--- src/hdl/hs_pkg.sv ---
// Purpose: shared constants and types for the gate/flag handshake link
// Assumes: one clock for both ends, synchronous active-high reset
// Notes: control word bits select the handshake modes
`default_nettype none
package hs_pkg;
    localparam int NUM_SLOTS = 8;
    localparam int SLOT_W = 3;
    localparam int WORD_W = 16;
    localparam int DATA_W = 12;
    // control word field positions
    localparam int TME_BIT = 4;
    localparam int SYE_BIT = 5;
    localparam int DTE_BIT = 6;
    localparam int ISL_BIT = 7;
    localparam int IEN_BIT = 8;
    localparam int TOP_BIT = 15;
    localparam logic [2:0] UNUSED_RET = 3'h0;
    // controller register port
    localparam int ADDR_W = 4;
    localparam int RDATA_W = 32;
    localparam logic [ADDR_W-1:0] REG_CMD = 4'h0;
    localparam logic [ADDR_W-1:0] REG_STATUS = 4'h1;
    localparam logic [ADDR_W-1:0] REG_RETURN = 4'h2;
    localparam logic [ADDR_W-1:0] REG_CAPABLE = 4'h3;
    localparam int CMD_SLOT_LSB = 16;
    localparam int CMD_CTRL_BIT = 19;
    localparam int CMD_GATE_BIT = 20;
    localparam int ST_BUSY_BIT = 0;
    localparam int ST_REFUSED_BIT = 1;
    localparam int ST_TME_BIT = 2;
    localparam int ST_IEN_BIT = 3;
    localparam int ST_FLAG_BIT = 4;
    localparam logic [NUM_SLOTS-1:0] CAPABLE_RST = 8'h00;
    // cycles an ungated read waits for return data through the device synchronisers
    localparam logic [3:0] READ_SETTLE_CYCLES = 4'h5;
    typedef enum {H_IDLE, H_GATE, H_RELEASE, H_SETTLE} host_state_e;
endpackage : hs_pkg
`default_nettype wire

--- src/hdl/hs_link_if.sv ---
// Purpose: gate/flag link between the controller end and the device end
// Assumes: both ends run on the same clock; the bench connects them
// Notes: controller_flag_busy high means the common flag line is low (busy)
`default_nettype none
interface hs_link_if;
    import hs_pkg::*;
    logic controller_gate;
    logic [WORD_W-1:0] out_word;
    logic word_is_control;
    logic [SLOT_W-1:0] slot_addr;
    logic controller_flag_busy;
    logic [WORD_W-1:0] return_word;
    modport host (
        output controller_gate,
        output out_word,
        output word_is_control,
        output slot_addr,
        input controller_flag_busy,
        input return_word
    );
    modport device (
        input controller_gate,
        input out_word,
        input word_is_control,
        input slot_addr,
        output controller_flag_busy,
        output return_word
    );
endinterface : hs_link_if
`default_nettype wire

--- src/hdl/handshake_device.sv ---
// Purpose: device end: strobe, flag return, common timing flag, return word
// Assumes: card pulls, card return data, request lines and external flag are async
// Notes: active-high internally; a high pull means that source holds the flag line low
//
// Added by the designer: the register offsets and the strobed register port.
`default_nettype none
module handshake_device
    import hs_pkg::*;
(
    input wire logic core_clk_i,
    input wire logic reset_i,
    hs_link_if.device link,
    input wire logic [NUM_SLOTS-1:0] card_flag_pull_i,
    input wire logic [NUM_SLOTS-1:0] card_input_request_i,
    input wire logic [DATA_W-1:0] card_return_data_i,
    input wire logic external_flag_i,
    input wire logic arm_jumper_option_i,
    output logic data_strobe_o,
    output logic external_gate_o,
    output logic [DATA_W-1:0] card_word_o,
    output logic [SLOT_W-1:0] card_slot_o,
    output logic timing_mode_enable_o,
    output logic system_output_enable_o,
    output logic transfer_sync_enable_o,
    output logic input_select_o,
    output logic interrupt_arm_enable_o
);
    typedef struct packed {
        logic gate_s1;
        logic gate_s2;
        logic gate_prev;
        logic [NUM_SLOTS-1:0] pull_s1;
        logic [NUM_SLOTS-1:0] pull_s2;
        logic ext_s1;
        logic ext_s2;
        logic jmp_s1;
        logic jmp_s2;
        logic [NUM_SLOTS-1:0] irq_s1;
        logic [NUM_SLOTS-1:0] irq_s2;
        logic [DATA_W-1:0] card_s1;
        logic [DATA_W-1:0] card_s2;
        logic strobe;
        logic ctf_ff;
        logic flag_busy;
        logic timing_mode_enable;
        logic system_output_enable;
        logic transfer_sync_enable;
        logic input_select;
        logic interrupt_arm_enable;
        logic [DATA_W-1:0] card_word;
        logic [SLOT_W-1:0] card_slot;
        logic [NUM_SLOTS-1:0] armed;
        logic [NUM_SLOTS-1:0] seen;
        logic [WORD_W-1:0] ret;
    } dev_state_s;

    dev_state_s st_ff;
    dev_state_s nxt_st;
    logic [NUM_SLOTS-1:0] allowed_pull;
    logic gate_rise;
    logic gate_fall;
    logic ctf_busy;
    logic [NUM_SLOTS-1:0] slot_hit;

    function automatic logic [NUM_SLOTS-1:0] slot_decode(input logic [SLOT_W-1:0] slot);
        logic [NUM_SLOTS-1:0] onehot;
        onehot = '0;
        onehot[slot] = 1'b1;
        return onehot;
    endfunction : slot_decode

    // a slot counts toward the flag only once addressed and strobed, or when the
    // jumper lets the arm bit enable it early
    genvar gi;
    generate
        for (gi = 0; gi < NUM_SLOTS; gi++)
        begin : g_pull
            assign allowed_pull[gi] = st_ff.pull_s2[gi]
                & (st_ff.armed[gi] | (st_ff.jmp_s2 & st_ff.interrupt_arm_enable));
        end
    endgenerate

    assign gate_rise = st_ff.gate_s2 & ~st_ff.gate_prev;
    assign gate_fall = ~st_ff.gate_s2 & st_ff.gate_prev;
    assign slot_hit = slot_decode(link.slot_addr);
    // any single source holds the line busy; the external flag joins the same path
    assign ctf_busy = st_ff.ctf_ff | (|allowed_pull) | st_ff.ext_s2;

    always_comb
    begin
        nxt_st = st_ff;
        // only the second stage of each synchroniser is read by logic
        nxt_st.gate_s1 = link.controller_gate;
        nxt_st.gate_s2 = st_ff.gate_s1;
        nxt_st.gate_prev = st_ff.gate_s2;
        nxt_st.pull_s1 = card_flag_pull_i;
        nxt_st.pull_s2 = st_ff.pull_s1;
        nxt_st.ext_s1 = external_flag_i;
        nxt_st.ext_s2 = st_ff.ext_s1;
        // the strap is a pin like the others, so it is synchronised as well
        nxt_st.jmp_s1 = arm_jumper_option_i;
        nxt_st.jmp_s2 = st_ff.jmp_s1;
        nxt_st.irq_s1 = card_input_request_i;
        nxt_st.irq_s2 = st_ff.irq_s1;
        nxt_st.card_s1 = card_return_data_i;
        nxt_st.card_s2 = st_ff.card_s1;

        if (gate_rise)
        begin
            nxt_st.strobe = 1'b1;
            if (link.word_is_control)
            begin
                nxt_st.timing_mode_enable = link.out_word[TME_BIT];
                nxt_st.system_output_enable = link.out_word[SYE_BIT];
                nxt_st.transfer_sync_enable = link.out_word[DTE_BIT];
                nxt_st.input_select = link.out_word[ISL_BIT];
                nxt_st.interrupt_arm_enable = link.out_word[IEN_BIT];
                // arming a control word keeps the flip-flop idle for the interrupt sequence
                if (!link.out_word[IEN_BIT])
                begin
                    nxt_st.ctf_ff = 1'b1;
                end
                else
                begin
                    nxt_st.ctf_ff = 1'b0;
                end
            end
            else
            begin
                // card data held until the next gated card write to any slot
                nxt_st.card_word = link.out_word[DATA_W-1:0];
                nxt_st.card_slot = link.slot_addr;
                nxt_st.armed = st_ff.armed | slot_hit;
            end
        end
        else if (gate_fall)
        begin
            nxt_st.strobe = 1'b0;
            nxt_st.ctf_ff = 1'b0;
        end

        // a slot that pulled and then let go has timed out and must be strobed again
        for (int i = 0; i < NUM_SLOTS; i++)
        begin
            if (allowed_pull[i])
            begin
                nxt_st.seen[i] = 1'b1;
            end
            else if (st_ff.seen[i] && !st_ff.pull_s2[i])
            begin
                nxt_st.seen[i] = 1'b0;
                if (!(gate_rise && !link.word_is_control && slot_hit[i]))
                begin
                    nxt_st.armed[i] = 1'b0;
                end
            end
        end

        if (st_ff.timing_mode_enable)
        begin
            nxt_st.flag_busy = ctf_busy;
        end
        else
        begin
            nxt_st.flag_busy = st_ff.strobe;
        end

        if (st_ff.input_select)
        begin
            nxt_st.ret[DATA_W-1:0] = st_ff.card_s2;
            nxt_st.ret[TOP_BIT] = |(st_ff.irq_s2 & slot_hit);
        end
        else
        begin
            nxt_st.ret[DATA_W-1:0] = link.out_word[DATA_W-1:0];
            nxt_st.ret[TOP_BIT] = link.out_word[TOP_BIT];
        end
        nxt_st.ret[TOP_BIT-1:DATA_W] = UNUSED_RET;
    end

    always_ff @(posedge core_clk_i)
    begin
        if (reset_i)
        begin
            st_ff <= '0;
        end
        else
        begin
            st_ff <= nxt_st;
        end
    end

    assign link.controller_flag_busy = st_ff.flag_busy;
    assign link.return_word = st_ff.ret;
    assign data_strobe_o = st_ff.strobe;
    // the far device only sees a gate while the extended handshake is in force
    assign external_gate_o = st_ff.strobe & st_ff.timing_mode_enable & st_ff.transfer_sync_enable;
    assign card_word_o = st_ff.card_word;
    assign card_slot_o = st_ff.card_slot;
    assign timing_mode_enable_o = st_ff.timing_mode_enable;
    assign system_output_enable_o = st_ff.system_output_enable;
    assign transfer_sync_enable_o = st_ff.transfer_sync_enable;
    assign input_select_o = st_ff.input_select;
    assign interrupt_arm_enable_o = st_ff.interrupt_arm_enable;
endmodule : handshake_device
`default_nettype wire

--- src/flat_wrapper.sv ---
// flat-port wrapper written by rule: the top's interface ports become plain ports
module handshake_device_flat import hs_pkg::*;
  (core_clk_i, reset_i, card_flag_pull_i, card_input_request_i, card_return_data_i, external_flag_i, arm_jumper_option_i, data_strobe_o, external_gate_o, card_word_o, card_slot_o, timing_mode_enable_o, system_output_enable_o, transfer_sync_enable_o, input_select_o, interrupt_arm_enable_o, link_controller_gate, link_out_word, link_word_is_control, link_slot_addr, link_controller_flag_busy, link_return_word);
  hs_link_if link_i ();
  input wire logic core_clk_i;
  input wire logic reset_i;
  input wire logic [NUM_SLOTS-1:0] card_flag_pull_i;
  input wire logic [NUM_SLOTS-1:0] card_input_request_i;
  input wire logic [DATA_W-1:0] card_return_data_i;
  input wire logic external_flag_i;
  input wire logic arm_jumper_option_i;
  output logic data_strobe_o;
  output logic external_gate_o;
  output logic [DATA_W-1:0] card_word_o;
  output logic [SLOT_W-1:0] card_slot_o;
  output logic timing_mode_enable_o;
  output logic system_output_enable_o;
  output logic transfer_sync_enable_o;
  output logic input_select_o;
  output logic interrupt_arm_enable_o;
  input wire logic [$bits(link_i.controller_gate)-1:0] link_controller_gate;
  input wire logic [$bits(link_i.out_word)-1:0] link_out_word;
  input wire logic [$bits(link_i.word_is_control)-1:0] link_word_is_control;
  input wire logic [$bits(link_i.slot_addr)-1:0] link_slot_addr;
  output wire logic [$bits(link_i.controller_flag_busy)-1:0] link_controller_flag_busy;
  output wire logic [$bits(link_i.return_word)-1:0] link_return_word;
  assign link_i.controller_gate = link_controller_gate;
  assign link_i.out_word = link_out_word;
  assign link_i.word_is_control = link_word_is_control;
  assign link_i.slot_addr = link_slot_addr;
  assign link_controller_flag_busy = link_i.controller_flag_busy;
  assign link_return_word = link_i.return_word;
  handshake_device u_core (.core_clk_i(core_clk_i), .reset_i(reset_i), .link(link_i), .card_flag_pull_i(card_flag_pull_i), .card_input_request_i(card_input_request_i), .card_return_data_i(card_return_data_i), .external_flag_i(external_flag_i), .arm_jumper_option_i(arm_jumper_option_i), .data_strobe_o(data_strobe_o), .external_gate_o(external_gate_o), .card_word_o(card_word_o), .card_slot_o(card_slot_o), .timing_mode_enable_o(timing_mode_enable_o), .system_output_enable_o(system_output_enable_o), .transfer_sync_enable_o(transfer_sync_enable_o), .input_select_o(input_select_o), .interrupt_arm_enable_o(interrupt_arm_enable_o));
endmodule
--- config.mk ---
export PLATFORM = sky130hd
export DESIGN_NAME = handshake_device_flat
export DESIGN_NICKNAME = d
export VERILOG_FILES = /design/src/hdl/hs_pkg.sv /design/src/hdl/hs_link_if.sv /design/src/hdl/handshake_device.sv /design/src/flat_wrapper.sv
export SDC_FILE = /design/constraint.sdc
export NUM_CORES = 1
export LEC_CHECK = 0
export BUFFER_PORTS_ARGS = -buffer_cell sky130_fd_sc_hd__buf_2
export CAP_MARGIN = 40
export CORE_UTILIZATION = 53
export CTS_CLUSTER_SIZE = 40
export DETAILED_ROUTE_END_ITERATION = 6
export PLACE_DENSITY = 0.87
export SLEW_MARGIN = 5
export SYNTH_ARGS = -nofsm -noshare
export SYNTH_HDL_FRONTEND = slang
export SYNTH_SLANG_ARGS = --single-unit
--- constraint.sdc ---
create_clock -name core_clk_i -period 1.58 [get_ports core_clk_i]
set_input_delay 0.237 -clock core_clk_i [delete_from_list [all_inputs] [get_ports core_clk_i]]
set_output_delay 0.237 -clock core_clk_i [all_outputs]
set_load 0.01 [all_outputs]
==> impl_metrics.ini <==
[outcome]
status = finished clean

[worst_setup_path]
worstSetupStartpointType = flip-flop
max_stage_delay_ps = 430
cp_num_buf_inv = 2
slowest_stage = dfxtp_2
worstPathRequired_ps = 1340
cp_num_cells = 2
endpoint_kind = primary output
cp_max_fo = 11
worst-r2r-cell-count = 6
path_cells = buf_12, buf_2
arrival_ps = 1260
cp_top_family = flip-flops
critPathKind = reg -> out

[floorplan]
placementRows = 31
core_area_mm2 = 0.00725
initial_utilization = 0.550
die-area_mm2 = 0.00787
die_x_um = 88.7
pin_count = 92
chipHeight_um = 88.7

[routing]
dr.pass1.iters = 5
wirelength_um = 8100
wl_per_cell_um = 13.2
ant_nets = 0
vias_per_cell = 4.83
drt_iter0_drc = 187
num_vias = 2968
drc = 0

[pwr]
leakagePower_nw = 2.23
powerDensity_mw_per_mm2 = 1340
irDropWorstVdd_uv = 867

[cts]
cts-buffers-inserted = 17
clock_latency_ps = 510
post-cts-setup-buffers = 0
htree_levels = 4
clk_pin_slew_ps = 50
clockRootBuffer = clkbuf_8
clock_sinks = 115
clockBufferDepth = 2
cts_tree = built

[yosys]
yosysTopAreaCell = dfxtp_1
yosys.area_share.simple = 0.206
synth_fa_ha_area_frac = 0.00628
synthMuxAreaShare = 0.0464
yosys_warnings = 0
synth_compound_area_frac = 0.0693
synthTopCellsByArea = dfxtp_1, nor2b_1, buf_4
synthCells = 400
yosys.area_share.xor_xnor = 0
ys_types = 34
netlist_area_mm2 = 0.00399
ys_seq_elements = 115
synth_top_family_by_area = simple AND/OR/NAND/NOR gates
syn_avg_cell_area_um2 = 9.97
netlist.area_leader.share = 0.577
ys_seq_area_frac = 0.577

[layout]
final_nets = 559
antenna_cells = 0
layout_commonest_cell = dfxtp_1
areaGrowthSynthToFinish_pct = 33.0
fin_area_mm2 = 0.00530
most-common-layout-cells = dfxtp_1, buf_2, nor2b_1, dlygate4sd3_1, nand2_1
drive_gt1_frac = 0.243

[global_routing]
track_usage = 0.220
use_met1 = 0.229
use_met3 = 0.0765
antenna_found_initial = 0
top_usage_layer = met2
grt_pass1_vias = 2839
grt_max_degree = 48
globalRouteOverflowTotal = 0
grt_pass1_wl_um = 12600
use_met2 = 0.380

[placement]
port-buffer-count = 85
hpwlAfterDp_um = 4900
place_area_mm2 = 0.00431
place.gp.congestion = 0.787

[timing]
drv_slew = 0
fmax_ghz = 0.667
rsz0062_at_grt = false
setup_viol = 0
fin_skew_ps = 4.96
finalCritPeriodShare = 0.949
finalHoldViolCount = 0
period_needed_ps = 1500
fin_setup_tns_ps = 0

[hold_path]
holdCritPathClass = in -> reg
hold_path_depth = 3

[job]
maxCapViolations = 0
final cells by class:
cell class | instances | area, µm²
Sequential cell | 115 | 2300
Fill cell | 502 | 1950
Multi-Input combinational cell | 225 | 1320
Timing Repair Buffer | 135 | 946
Clock buffer | 20 | 435
Clock inverter | 10 | 135
Tap cell | 99 | 124
Inverter | 10 | 37.5
worst reg2reg max path, delay by kind of cell (launching register included):
| kind | cells | cell delay [ps] |
|---|---|---|
| buf+inv | 2 | 260 |
| flops | 1 | 310 |
| fa+ha+maj | 1 | 240 |
| simple gates | 2 | 330 |
| compound gates | 1 | 160 |
registers in the layout, summed over array words and instances, names as in the netlist:
name                              cells
u_core.link.controller_flag_busy      1
u_core.timing_mode_enable_o           1
u_core.link.return_word              13
u_core.transfer_sync_enable_o         1
u_core.input_select_o                 1
u_core.card_slot_o                    3
u_core.st_ff                         48
u_core.data_strobe_o                  1
u_core.nxt_st                        32
u_core.card_word_o                   12
u_core.system_output_enable_o         1
u_core.interrupt_arm_enable_o         1
timing repair:
action,CTS,global route
endpoints found under the hold margin,49,0
setup endpoints to repair,1,0
gates resized for setup,1,0
hold buffers,42,0
per-stage QoR:
stage,instances,hold WS [ps],utilization,setup slack (ps),power [mW]
6_report,614,22.4,0.731,80.1,7.08
5_1_grt,614,14.3,0.731,34.0,7.32
3_3_place_gp,542,420,0.594,240,3.42
2_1_floorplan,402,365,-,341,3.32
3_5_place_dp,542,420,0.594,218,3.43
4_1_cts,614,5.04,0.731,67.0,7.13
cells in the mapped netlist (all sizes together):
library cell / instances
a31oi: 1
nor2: 21
a222oi: 1
mux4: 2
a211oi: 1
nand2: 40
nand2b: 1
o211ai: 1
conb: 1
a21o: 4
o21bai: 1
nand3: 9
and4: 1
clkbuf: 7
nor3b: 9
or3b: 1
dfxtp: 115
a21oi: 29
buf: 45
o21ai: 8
mux2i: 14
nand4: 1
nor3: 4
or4: 1
and2: 1
nor2b: 65
and3: 1
a22oi: 3
inv: 10
ha: 2
path summary, 6_finish.rpt:
check,end,startpoint,slack (ps)
max,input_select_o,u_core.input_select_o,80
min,u_core.card_word_o[11],link_out_word[11],20
max reg2reg,u_core.st_ff[26],u_core.st_ff[115],210
min reg2reg,u_core.st_ff[103],u_core.nxt_st[103],430
kinds of logic (layout without fill, tap and decap cells):
logic type               Yosys count  after routing
AO/OA/AOI/OAI                     49             49
multiplexers                      16             16
adder cells (fa/ha/maj)            2              2
AND/OR/NAND/NOR                  155            155
other                              1              3
buffers and inverters             62            175
flip-flops                       115            115
metal layers:
metal | vias up | part of all wire
met4 | 0 | 0.029
met1 | 1348 | 0.40
met5 | - | 0
met3 | 21 | 0.068
li1 | 1472 | -
met2 | 127 | 0.50
report_power, final:
part | total [mW] | switching [mW] | internal [mW] | leakage [nW]
clock network | 3.62 | 1.22 | 2.41 | 0.269
logic | 0.407 | 0.181 | 0.225 | 1.02
registers | 3.05 | 0.0397 | 3.01 | 0.945
Note: power is estimated with default switching activity, not from simulation.
